File: src/hw/ict_map.svh
/*
  Constants for the instruction-cycle timing block: field positions in the
  24-bit program word, operand limits, cycle counts and reset values.
  Assumes it is included by the package only, once per compile.
*/
`ifndef ICT_MAP_SVH
`define ICT_MAP_SVH

// ==========================================================
// Program word layout
`define ICT_WORD_W 24
`define ICT_HI_MSB 23
`define ICT_HI_LSB 16
`define ICT_HI_ZERO 8'h00
`define ICT_TEN_LIT_LSB 4
`define ICT_STEN_LIT_LSB 4
`define ICT_FADDR_LSB 0
`define ICT_BITSEL_LSB 12
`define ICT_WB_SEL_BIT 16
`define ICT_PADDR_HI_LSB 0

// ==========================================================
// Operand limits
`define ICT_BYTE_LIT_MAX 10'h0ff
`define ICT_WORD_LIT_MAX 10'h3ff
`define ICT_FADDR_MAX 13'h1fff

// ==========================================================
// Cycle counts per instruction
`define ICT_CYC_ONE 2'h1
`define ICT_CYC_TWO 2'h2
`define ICT_CYC_THREE 2'h3

// ==========================================================
// Write-back pointer
`define ICT_PTR_STEP 16'h0002
`define ICT_PTR_RST 16'h0000

`endif

File: src/hw/ict_pkg.sv
/*
  Types for the instruction-cycle timing block: sequencer states,
  instruction classes and the packed state records of the flag and core modules.
  Assumes ict_map.svh is on the include path.
*/
`include "ict_map.svh"

package ict_pkg;

  // ==========================================================
  // Enumerations
  typedef enum logic [1:0] {
    ST_RUN = 2'b00,
    ST_STALL = 2'b01,
    ST_SECOND = 2'b10,
    ST_SQUASH = 2'b11
  } ict_state_e;

  typedef enum logic [3:0] {
    CL_PLAIN = 4'b0000,
    CL_COND = 4'b0001,
    CL_JUMP = 4'b0010,
    CL_INDIRECT = 4'b0011,
    CL_TABLE = 4'b0100,
    CL_RETURN = 4'b0101,
    CL_SKIP = 4'b0110,
    CL_DMOVE = 4'b0111,
    CL_DOUBLE = 4'b1000,
    CL_PCWRITE = 4'b1001
  } ict_class_e;

  // ==========================================================
  // State records
  typedef struct packed {
    logic c;
    logic dc;
    logic n;
    logic ov;
    logic z;
    logic ovf_a;
    logic ovf_b;
    logic clip_a;
    logic clip_b;
  } ict_flags_s;

  typedef struct packed {
    ict_state_e state;
    logic [1:0] cnt;
    logic [`ICT_WORD_W-1:0] held;
    logic commit;
    logic nop;
    logic bad_pair;
    logic [47:0] opnd;
    logic [9:0] ten_lit;
    logic [22:0] paddr;
    logic paddr_odd;
    logic [15:0] slit;
    logic [12:0] faddr;
    logic [15:0] bitsel;
    logic wb_to_mem;
    logic [15:0] wb_ptr;
  } ict_core_s;

endpackage : ict_pkg

File: src/hw/ict_fields.sv
/*
  Operand field extraction for one instruction (one or two words).
  Purely combinational; the sequencer registers the results at commit.
*/
`timescale 1ns/10ps
`default_nettype none

module ict_fields
  import ict_pkg::*;
(
  input wire logic [`ICT_WORD_W-1:0] word_a,
  input wire logic [`ICT_WORD_W-1:0] word_b,
  input wire logic byte_mode,
  output logic [9:0] ten_lit,
  output logic [22:0] paddr,
  output logic paddr_odd,
  output logic [15:0] slit,
  output logic [12:0] faddr,
  output logic [15:0] bitsel,
  output logic wb_to_mem
);

  logic [9:0] raw10;
  logic [9:0] sraw;
  logic [22:0] praw;

  // ==========================================================
  // Literal and address fields
  always_comb begin
    raw10 = word_a[`ICT_TEN_LIT_LSB +: 10];
    sraw = word_a[`ICT_STEN_LIT_LSB +: 10];
    praw = {word_b[`ICT_PADDR_HI_LSB +: 7], word_a[15:0]};
    // Byte mode masks to the low 8 bits so no stray high bits reach the ALU
    ten_lit = raw10 & (byte_mode ? `ICT_BYTE_LIT_MAX : `ICT_WORD_LIT_MAX); // [RQ9]
    paddr = {praw[22:1], 1'b0}; // [RQ10]
    paddr_odd = praw[0]; // [RQ10]
    slit = {{6{sraw[9]}}, sraw}; // [RQ14]
    faddr = word_a[`ICT_FADDR_LSB +: 13] & `ICT_FADDR_MAX; // [RQ11]
    bitsel = 16'h0001 << word_a[`ICT_BITSEL_LSB +: 4]; // [RQ13]
    wb_to_mem = word_a[`ICT_WB_SEL_BIT]; // [RQ12]
  end

endmodule : ict_fields

`default_nettype wire

File: src/hw/ict_flags.sv
/*
  General and DSP status flags. Updated only on the commit cycle of an
  instruction, never during inserted no-operation cycles.
*/
`timescale 1ns/10ps
`default_nettype none

module ict_flags
  import ict_pkg::*;
(
  input wire logic clk,
  input wire logic srst,
  input wire logic commit,
  input wire logic upd_mcu,
  input wire logic chain,
  input wire logic res_c,
  input wire logic res_dc,
  input wire logic res_n,
  input wire logic res_ov,
  input wire logic res_zero,
  input wire logic upd_dsp,
  input wire logic acc_sel,
  input wire logic acc_ovf,
  input wire logic acc_sat,
  output ict_flags_s flags
);

  ict_flags_s f_reg;
  ict_flags_s f_next;

  // ==========================================================
  // Next-state of flags
  always_comb begin
    f_next = f_reg;
    if (commit && upd_mcu) begin // [RQ17]
      f_next.c = res_c; // [RQ15]
      f_next.dc = res_dc;
      f_next.n = res_n;
      f_next.ov = res_ov;
      // Chained ops may only clear zero, so multiword compares work
      f_next.z = chain ? (f_reg.z & res_zero) : res_zero; // [RQ15]
    end
    if (commit && upd_dsp) begin
      if (acc_sel) begin
        f_next.ovf_b = acc_ovf; // [RQ16]
        f_next.clip_b = acc_sat;
      end else begin
        f_next.ovf_a = acc_ovf; // [RQ16]
        f_next.clip_a = acc_sat;
      end
    end
  end

  always_ff @(posedge clk) begin
    if (srst) begin
      f_reg <= '0;
    end else begin
      f_reg <= f_next;
    end
  end

  assign flags = f_reg;

endmodule : ict_flags

`default_nettype wire

File: src/hw/ict_core.sv
/*
  Instruction-cycle sequencer: accepts program words from fetch, pairs
  double-word instructions, inserts no-operation cycles for branches,
  skips and multi-cycle instructions, registers operand fields and keeps
  the write-back pointer and status flags.
  Assumes a decoder on the same clock supplies the class and condition
  inputs alongside each word, and fetch honours instr_ready.
  Assumes flag results arrive with the word that commits, and that
  every input is already on clk, so nothing is synchronised here.
  Limitation: one instruction in flight, no overlap of stalls.
  A lone extension word and a true no-operation look the same and
  are handled the same. Unknown class codes run as plain ones.
  Fields of a malformed pair are dropped along with both words.
*/
`timescale 1ns/10ps
`default_nettype none

// How it works
// RQ1 - Instructions are one word; selected ones take two words, 48 bits.
// RQ2 - Second word of a pair has its upper eight bits zero.
// RQ3 - A lone second word executes as a no-operation, no side effects.
// RQ4 - Single-word: one cycle; two when condition true or PC changes.
// RQ5 - Jumps, indirect call/goto, table access, returns take two or three.
// RQ6 - Taken skip: two cycles over one word, three over two words.
// RQ7 - Double-width move takes two cycles.
// RQ8 - Two-word instructions complete in two cycles.
// RQ9 - Ten-bit literal limited to 255 in byte mode, 1023 in word mode.
// RQ10 - Program address literal is 23 bits with bit zero forced zero.
// RQ11 - File address covers zero to 0x1fff.
// RQ12 - Write-back goes to pointer or its target, pointer plus two.
// RQ13 - Four-bit field selects bit 0 to 15 of a word.
// RQ14 - Signed ten-bit literal is two's complement, -512 to 511.
// RQ15 - Carry, digit carry, negative, overflow and sticky zero flags.
// RQ16 - Overflow and saturation recorded per accumulator.
// RQ17 - Inserted cycles stall fetch and change no architectural state.
module ict_core
  import ict_pkg::*;
(
  // Clock and reset
  input wire logic clk,
  input wire logic srst,

  // Fetch side and decoder qualifiers
  input wire logic instr_valid,
  input wire logic [`ICT_WORD_W-1:0] instr_word,
  input wire ict_class_e instr_class,
  input wire logic cond_true,
  input wire logic long_form,
  input wire logic skip_taken,
  input wire logic skip_two_word,
  input wire logic byte_mode,

  // Flag results from the datapath
  input wire logic upd_mcu,
  input wire logic chain,
  input wire logic res_c,
  input wire logic res_dc,
  input wire logic res_n,
  input wire logic res_ov,
  input wire logic res_zero,
  input wire logic upd_dsp,
  input wire logic acc_sel,
  input wire logic acc_ovf,
  input wire logic acc_sat,

  // Fetch handshake and sequencer pulses
  output logic instr_ready,
  output logic commit,
  output logic exec_nop,
  output logic bad_pair,

  // Operand fields, registered at commit
  output logic [47:0] operand_pair,
  output logic [9:0] ten_bit_literal,
  output logic [22:0] program_address_literal,
  output logic address_was_odd,
  output logic [15:0] signed_ten_bit_literal,
  output logic [12:0] file_address,
  output logic [15:0] bit_select_field,
  output logic acc_writeback_target,
  output logic [15:0] writeback_pointer_reg,

  // Status flags
  output logic carry_flag,
  output logic digit_carry_flag,
  output logic negative_flag,
  output logic overflow_flag,
  output logic zero_flag,
  output logic acc_a_overflow_flag,
  output logic acc_b_overflow_flag,
  output logic acc_a_clipped_flag,
  output logic acc_b_clipped_flag
);

  // ==========================================================
  // Cycle count of a non-skip, single-word instruction
  function automatic logic [1:0] cycles_for(
    input ict_class_e cls,
    input logic cnd,
    input logic lng
  );
    logic [1:0] cyc;
    // Skips and pairs are sized by the sequencer, not here
    cyc = `ICT_CYC_ONE;
    case (cls)
      CL_PLAIN: cyc = `ICT_CYC_ONE; // [RQ4]
      CL_COND: cyc = cnd ? `ICT_CYC_TWO : `ICT_CYC_ONE; // [RQ4]
      CL_PCWRITE: cyc = `ICT_CYC_TWO; // [RQ4]
      CL_JUMP,
      CL_INDIRECT,
      CL_TABLE,
      CL_RETURN: cyc = lng ? `ICT_CYC_THREE : `ICT_CYC_TWO; // [RQ5]
      CL_DMOVE: cyc = `ICT_CYC_TWO; // [RQ7]
      default: cyc = `ICT_CYC_ONE;
    endcase
    return cyc;
  endfunction : cycles_for

  // ==========================================================
  // Extension word test: upper byte clear
  function automatic logic is_ext_word(
    input logic [`ICT_WORD_W-1:0] wd
  );
    return (wd[`ICT_HI_MSB:`ICT_HI_LSB] == `ICT_HI_ZERO);
  endfunction : is_ext_word

  // ==========================================================
  // Declarations
  // Sequencer state, its next value and the flag record
  ict_core_s r_reg;
  ict_core_s r_next;
  ict_flags_s flags;

  // Decode of the word in hand
  logic take;
  logic [1:0] total;
  logic hi_zero;
  logic [`ICT_WORD_W-1:0] word_a;
  logic [`ICT_WORD_W-1:0] word_b;

  // Field extractor results, registered only on take
  logic [9:0] f_ten_lit;
  logic [22:0] f_paddr;
  logic f_odd;
  logic [15:0] f_slit;
  logic [12:0] f_faddr;
  logic [15:0] f_bitsel;
  logic f_wb_sel;

  // ==========================================================
  // Word pairing for field extraction
  // A pair puts the first word in word_a and its extension in word_b
  // Outside a pair word_b is zero, so single-word fields read clean
  always_comb begin
    if (r_reg.state == ST_SECOND) begin
      word_a = r_reg.held; // [RQ1]
      word_b = instr_word;
    end else begin
      word_a = instr_word;
      word_b = '0;
    end
  end

  assign hi_zero = is_ext_word(instr_word); // [RQ2] [RQ3]

  // Extraction is combinational; values count only when take registers them
  // byte_mode is taken with the word that commits, the second of a pair
  ict_fields u_fields (
    .word_a(word_a),
    .word_b(word_b),
    .byte_mode(byte_mode),
    .ten_lit(f_ten_lit),
    .paddr(f_paddr),
    .paddr_odd(f_odd),
    .slit(f_slit),
    .faddr(f_faddr),
    .bitsel(f_bitsel),
    .wb_to_mem(f_wb_sel)
  );

  // ==========================================================
  // Fetch handshake
  // Fetch only stalls in inserted cycles; squashed words still flow
  // Squashed words must leave fetch, so ready stays high while they do
  // Combinational, so a stall holds fetch off in the cycle it starts
  assign instr_ready = (r_reg.state != ST_STALL); // [RQ17]

  // ==========================================================
  // Sequencer next state
  // ST_RUN: takes one word a cycle and works out its length
  // ST_STALL: fetch held off, one no-op a cycle until cnt runs out
  // ST_SECOND: waits for the extension word of a pair
  // ST_SQUASH: fetch runs, each word taken is dropped as a no-op
  // Fields and flags move only with take, so inserted cycles stay inert
  always_comb begin
    r_next = r_reg;
    r_next.commit = 1'b0;
    r_next.nop = 1'b0;
    r_next.bad_pair = 1'b0;
    take = 1'b0;
    total = `ICT_CYC_ONE;
    unique case (r_reg.state)
      ST_RUN: begin
        if (instr_valid) begin
          if (hi_zero) begin
            // Lone extension word behaves as a no-operation
            r_next.nop = 1'b1; // [RQ3]
          end else if (instr_class == CL_DOUBLE) begin
            // First half of a pair: hold it, the answer follows the second
            r_next.held = instr_word; // [RQ1]
            r_next.state = ST_SECOND; // [RQ8]
          end else begin
            take = 1'b1;
            total = cycles_for(instr_class, cond_true, long_form);
            if (instr_class == CL_SKIP && skip_taken) begin
              // Skipped words are fetched and dropped, one per cycle
              r_next.cnt = skip_two_word ? `ICT_CYC_TWO : `ICT_CYC_ONE; // [RQ6]
              r_next.state = ST_SQUASH;
            end else if (total != `ICT_CYC_ONE) begin
              r_next.cnt = total - `ICT_CYC_ONE; // [RQ4] [RQ5] [RQ7]
              r_next.state = ST_STALL;
            end
          end
        end
      end

      ST_STALL: begin
        // Inserted cycle: fetch held off and nothing commits
        r_next.nop = 1'b1; // [RQ17]
        r_next.cnt = r_reg.cnt - `ICT_CYC_ONE;
        if (r_reg.cnt == `ICT_CYC_ONE) begin
          r_next.state = ST_RUN;
        end
      end

      ST_SECOND: begin
        // Pairing waits for whatever word fetch offers next
        if (instr_valid) begin
          r_next.state = ST_RUN;
          if (!hi_zero) begin
            // Malformed pair: drop both words rather than act on junk
            r_next.bad_pair = 1'b1; // [RQ2]
            r_next.nop = 1'b1;
          end else begin
            take = 1'b1; // [RQ8]
          end
        end
      end

      ST_SQUASH: begin
        // Counts words dropped, not cycles, so a slow fetch is fine
        if (instr_valid) begin
          r_next.nop = 1'b1; // [RQ6] [RQ17]
          r_next.cnt = r_reg.cnt - `ICT_CYC_ONE;
          if (r_reg.cnt == `ICT_CYC_ONE) begin
            r_next.state = ST_RUN;
          end
        end
      end
    endcase
    // Architectural updates happen only on the commit cycle
    if (take) begin
      r_next.commit = 1'b1; // [RQ17]
      r_next.opnd = {word_a, word_b}; // [RQ1]
      r_next.ten_lit = f_ten_lit; // [RQ9]
      r_next.paddr = f_paddr; // [RQ10]
      r_next.paddr_odd = f_odd;
      r_next.slit = f_slit; // [RQ14]
      r_next.faddr = f_faddr; // [RQ11]
      r_next.bitsel = f_bitsel; // [RQ13]
      r_next.wb_to_mem = f_wb_sel;
      // Pointer steps only when the memory target is chosen
      if (f_wb_sel) begin
        r_next.wb_ptr = r_reg.wb_ptr + `ICT_PTR_STEP; // [RQ12]
      end
    end
  end

  // ==========================================================
  // State register
  // Reset leaves the sequencer idle and ready for the first word
  always_ff @(posedge clk) begin
    if (srst) begin
      r_reg <= '0;
      r_reg.state <= ST_RUN;
      r_reg.wb_ptr <= `ICT_PTR_RST;
    end else begin
      r_reg <= r_next;
    end
  end

  // ==========================================================
  // Status flags, written only with the commit of an instruction
  // Results are sampled on the take edge, with the word that commits
  // Flag inputs during inserted cycles are ignored
  ict_flags u_flags (
    .clk(clk),
    .srst(srst),
    .commit(take),
    .upd_mcu(upd_mcu),
    .chain(chain),
    .res_c(res_c),
    .res_dc(res_dc),
    .res_n(res_n),
    .res_ov(res_ov),
    .res_zero(res_zero),
    .upd_dsp(upd_dsp),
    .acc_sel(acc_sel),
    .acc_ovf(acc_ovf),
    .acc_sat(acc_sat),
    .flags(flags)
  );

  // ==========================================================
  // Outputs
  // Every data output comes straight from a flop
  assign commit = r_reg.commit;
  assign exec_nop = r_reg.nop;
  assign bad_pair = r_reg.bad_pair;

  // Operand fields, held until the next commit
  assign operand_pair = r_reg.opnd;
  assign ten_bit_literal = r_reg.ten_lit;
  assign program_address_literal = r_reg.paddr;
  assign address_was_odd = r_reg.paddr_odd;
  assign signed_ten_bit_literal = r_reg.slit;
  assign file_address = r_reg.faddr;
  assign bit_select_field = r_reg.bitsel;
  assign acc_writeback_target = r_reg.wb_to_mem;
  assign writeback_pointer_reg = r_reg.wb_ptr;

  // Status flags
  assign carry_flag = flags.c;
  assign digit_carry_flag = flags.dc;
  assign negative_flag = flags.n;
  assign overflow_flag = flags.ov;
  assign zero_flag = flags.z;
  assign acc_a_overflow_flag = flags.ovf_a;
  assign acc_b_overflow_flag = flags.ovf_b;
  assign acc_a_clipped_flag = flags.clip_a;
  assign acc_b_clipped_flag = flags.clip_b;

endmodule : ict_core

`default_nettype wire

File: config.mk
export PLATFORM = sky130hd
export DESIGN_NAME = ict_core
export DESIGN_NICKNAME = d
export VERILOG_FILES = /design/src/hw/ict_pkg.sv /design/src/hw/ict_fields.sv /design/src/hw/ict_flags.sv /design/src/hw/ict_core.sv
export VERILOG_INCLUDE_DIRS = /design/src /design/src/hw
export SDC_FILE = /design/constraint.sdc
export NUM_CORES = 1
export LEC_CHECK = 0
export ABC_AREA = 1
export BUFFER_PORTS_ARGS = -buffer_cell sky130_fd_sc_hd__buf_2
export CAP_MARGIN = 30
export CORE_UTILIZATION = 47
export DETAILED_ROUTE_END_ITERATION = 10
export GPL_ROUTABILITY_DRIVEN = 1
export PLACE_DENSITY = 0.86
export RECOVER_POWER = 25
export REMOVE_ABC_BUFFERS = 1
export SLEW_MARGIN = 20
export SYNTH_ARGS = -nofsm -noshare
export SYNTH_HDL_FRONTEND = slang
export SYNTH_SLANG_ARGS = --single-unit
File: constraint.sdc
create_clock -name clk -period 1.3 [get_ports clk]
set_input_delay 0.13 -clock clk [delete_from_list [all_inputs] [get_ports clk]]
set_output_delay 0.13 -clock clk [all_outputs]
set_load 0.01 [all_outputs]
==> results.cfg <==
[status]
status = complete, but fails checks
violations = setup timing

[synthesis]
synth_area_per_cell_sq_um = 7.257
async_flop_share_pct = 0
synthTopCellsByArea = dfxtp_1 (37%), buf_4 (17%), nand2_1 (9.9%)
yosys.area.top_type = dfxtp_1
ys_ff_latch = 121
yosys_warnings = 0
synth_cell_types = 32
synth_edf_count = 0
syn_area_sq_um = 6502
synthCells = 896
synth_common_cells = nand2_1 (171), buf_4 (149), dfxtp_1 (121)
seq_area_frac_synth_pct = 37.25
netlist.area_leader.share_pct = 37.25
synth.most_common_cell = nand2_1
synth-main-ff-cell = dfxtp_1

[routing]
post_drt_via_cell_ratio = 4.960
top_layer_used = met4
wl_per_cell_microns = 14.38
drt_iter0_markers = 325
wl_met2_mm = 8.918
vias = 6165
drc = 0
wl_met1_mm = 7.544
wl_met3_microns = 910
wl_mm = 17.88
dr.pass1.iters = 5
ant_nets = 0

[final_layout]
multi_input_area_sq_um = 3122
drive_gt1_share_pct = 42.21
nNetsFinal = 1103
largest_register_ffs = 48
syn_to_final_growth_pct = 37.39
register_area_sq_um = 2427
finish.utilization_pct = 66.93
nFillCells = 1072

[worst_setup_path]
path_class = reg2reg
critPathMaxFanout = 7
cp.arrival_ps = 1860
crit_chain = inv_4, nand2_4, a21oi_4, nand3_4, nand2_8, buf_6, nand2_8, inv_8, clkbuf_16, nand2_2, nand2_1
worstSetupStartpointType = flop
cp_slowest_stage_delay_ps = 360
crit_path_frequent_cell = nand2_8
slowest_stage = dfxtp_4
worst_setup_path_end_kind = flop
crit_required_ps = 1660

[floorplanning]
die_w_microns = 119.6
initial_utilization_pct = 48.72
die_h_microns = 119.6
top_level_ports = 204
num_rows = 42
dieArea_sq_um = 14310
core_sq_um = 13350

[power]
power.clock.fraction_pct = 44.9
cellLeakagePower_nw = 4.065
vdd_ir_drop_max_mv = 0.7741
comb_power_share_pct = 19.0
power_density_nw_per_um2 = 1230
p_seq_share_pct = 36.1
p_switching_mw = 3.084
p_int_mw = 7.902
switching_share_pct = 28.07

[place]
gp_congestion = 0.8651
dp_hpwl_mm = 10.91
port_buffers = 201
pre_cts_slack_ps = -255.8

[cts]
path_clk_slew_ps = 60
cts.path.max_buffers = 2
clock_sinks = 121
cts_buffers = 17
cts_root_buffer = clkbuf_16
tritoncts = done
clock_latency_ps = 420
htree_num_levels = 4

[timing]
rsz0062_at_grt = true
finalCriticalPeriod_ps = 1507
hold_viol = 0
fmax_mhz = 663.8
timing.final.ws_setup_ps = -206.6
min_period_over_period_pct = 115.9
report.final.slew_viol_count = 0
finalSetupViolCount = 99
finalClockSkew_ps = 7.100

[grt]
grt_use_total_pct = 23.91
gr-total-overflow = 0
antenna_found_initial = 2
grt_pass1_vias = 5560
grt_pass1_wl_mm = 26.85
grt_start_max_net_pins = 36

[hold_path]
hold_path_class = in2reg

[job]
maxCapViolCount = 0
==> logic make-up (layout without fill, tap and decap cells) <==
family	Yosys count	in the layout	share of synthesized area [%]
adders and majority gates	3	3	0.5773
other	1	3	0.05767
DFF	121	121	37.25
and+or+nand+nor	366	368	25.34
buffers and inverters	261	428	24.63
AOI/OAI and AO/OA	137	137	11.20
xor gates and xnor gates	7	7	0.9429
==> per-stage QoR <==
step	setup TNS (ps)	total power, mW	hold WS (ps)	area [sq um]	cells
floorplan	-51500	4.760	199.1	5221	719
global placement	-11580	5.534	384.5	7076	1163
detailed placement	-14230	5.562	392.4	7076	1163
CTS	-8857	10.83	32.95	8538	1238
global route	-17000	11.40	53.07	8934	1243
finish	-10910	10.99	48.28	8934	1243
==> critical path, delay by kind of cell (launching register included) <==
kind | cells | cell delay, ps
compound gates | 1 | 150
buf+inv | 4 | 430
flops | 1 | 360
simple gates | 6 | 490
==> area by class of cell <==
type | instances | share of cell area, %
Tap cell | 176 | 2.465
Sequential cell | 121 | 27.17
Clock buffer | 19 | 5.070
Inverter | 83 | 3.739
Antenna cell | 1 | 0.02801
Multi-Input combinational cell | 517 | 34.94
Timing Repair Buffer | 313 | 24.71
Clock inverter | 13 | 1.877
==> final timing paths <==
check / slack [ps] / end / cells after the start / from
min: 50 / u_flags.flags[3] / 5 / acc_ovf
min reg2reg: 430 / operand_pair[21] / 2 / operand_pair[21]
max: -210 / operand_pair[28] / 11 / r_reg[174]
max reg2reg: -210 / operand_pair[28] / 11 / r_reg[174]
==> layer usage <==
metal,vias up,global-route usage (%)
li1,3062,-
met1,2827,28.16
met2,238,41.40
met3,38,5.133
met4,0,10.86
met5,-,0
==> repair_timing <==
item | CTS | global route
gates cloned | 5 | 2
pin swaps | 26 | 33
gates resized for setup | 116 | 108
setup endpoints to repair | 107 | 119
setup buffers | 16 | 2
hold endpoints to repair | 25 | 0
hold buffers | 23 | 0
==> power groups by stage <==
stage                     registers, mW  clock network (mW)  logic (mW)
after global placement             4.03                   0        1.50
after global routing               3.98                5.17        2.25
after floorplan                    4.17                   0       0.591
after detailed placement           4.04                   0        1.52
final                              3.97                4.94        2.08
after CTS                          3.96                5.00        1.87
==> placed cells by master (no fill, tap or decap), types with 4 or more instances in the layout <==
master         synthesis  layout
buf_8                  1       4
nand2_8                0       5
buf_2                 13     161
dfxtp_1              121     119
nand3_1               81      57
a21oi_1               58      27
nand4_1               14      14
inv_2                  8       9
clkbuf_16              0      18
buf_6                  4      10
nand2_1              171     151
nor2_2                 2      10
o21ai_2                4      32
buf_16                 0       4
buf_4                149      55
buf_12                 0      15
a21oi_2                0      31
inv_1                 73      69
o21ai_1                7       9
o21ai_4                1       8
nor2_1                73      63
o21ai_0               64      27
nand2_2                3      17
xor2_1                 4       4
clkbuf_1               7      40
nand3_4                0       5
nand2_4                5       8
nand3_2               13      32
dlygate4sd3_1          0      23
(Power assumes the default switching activity.)
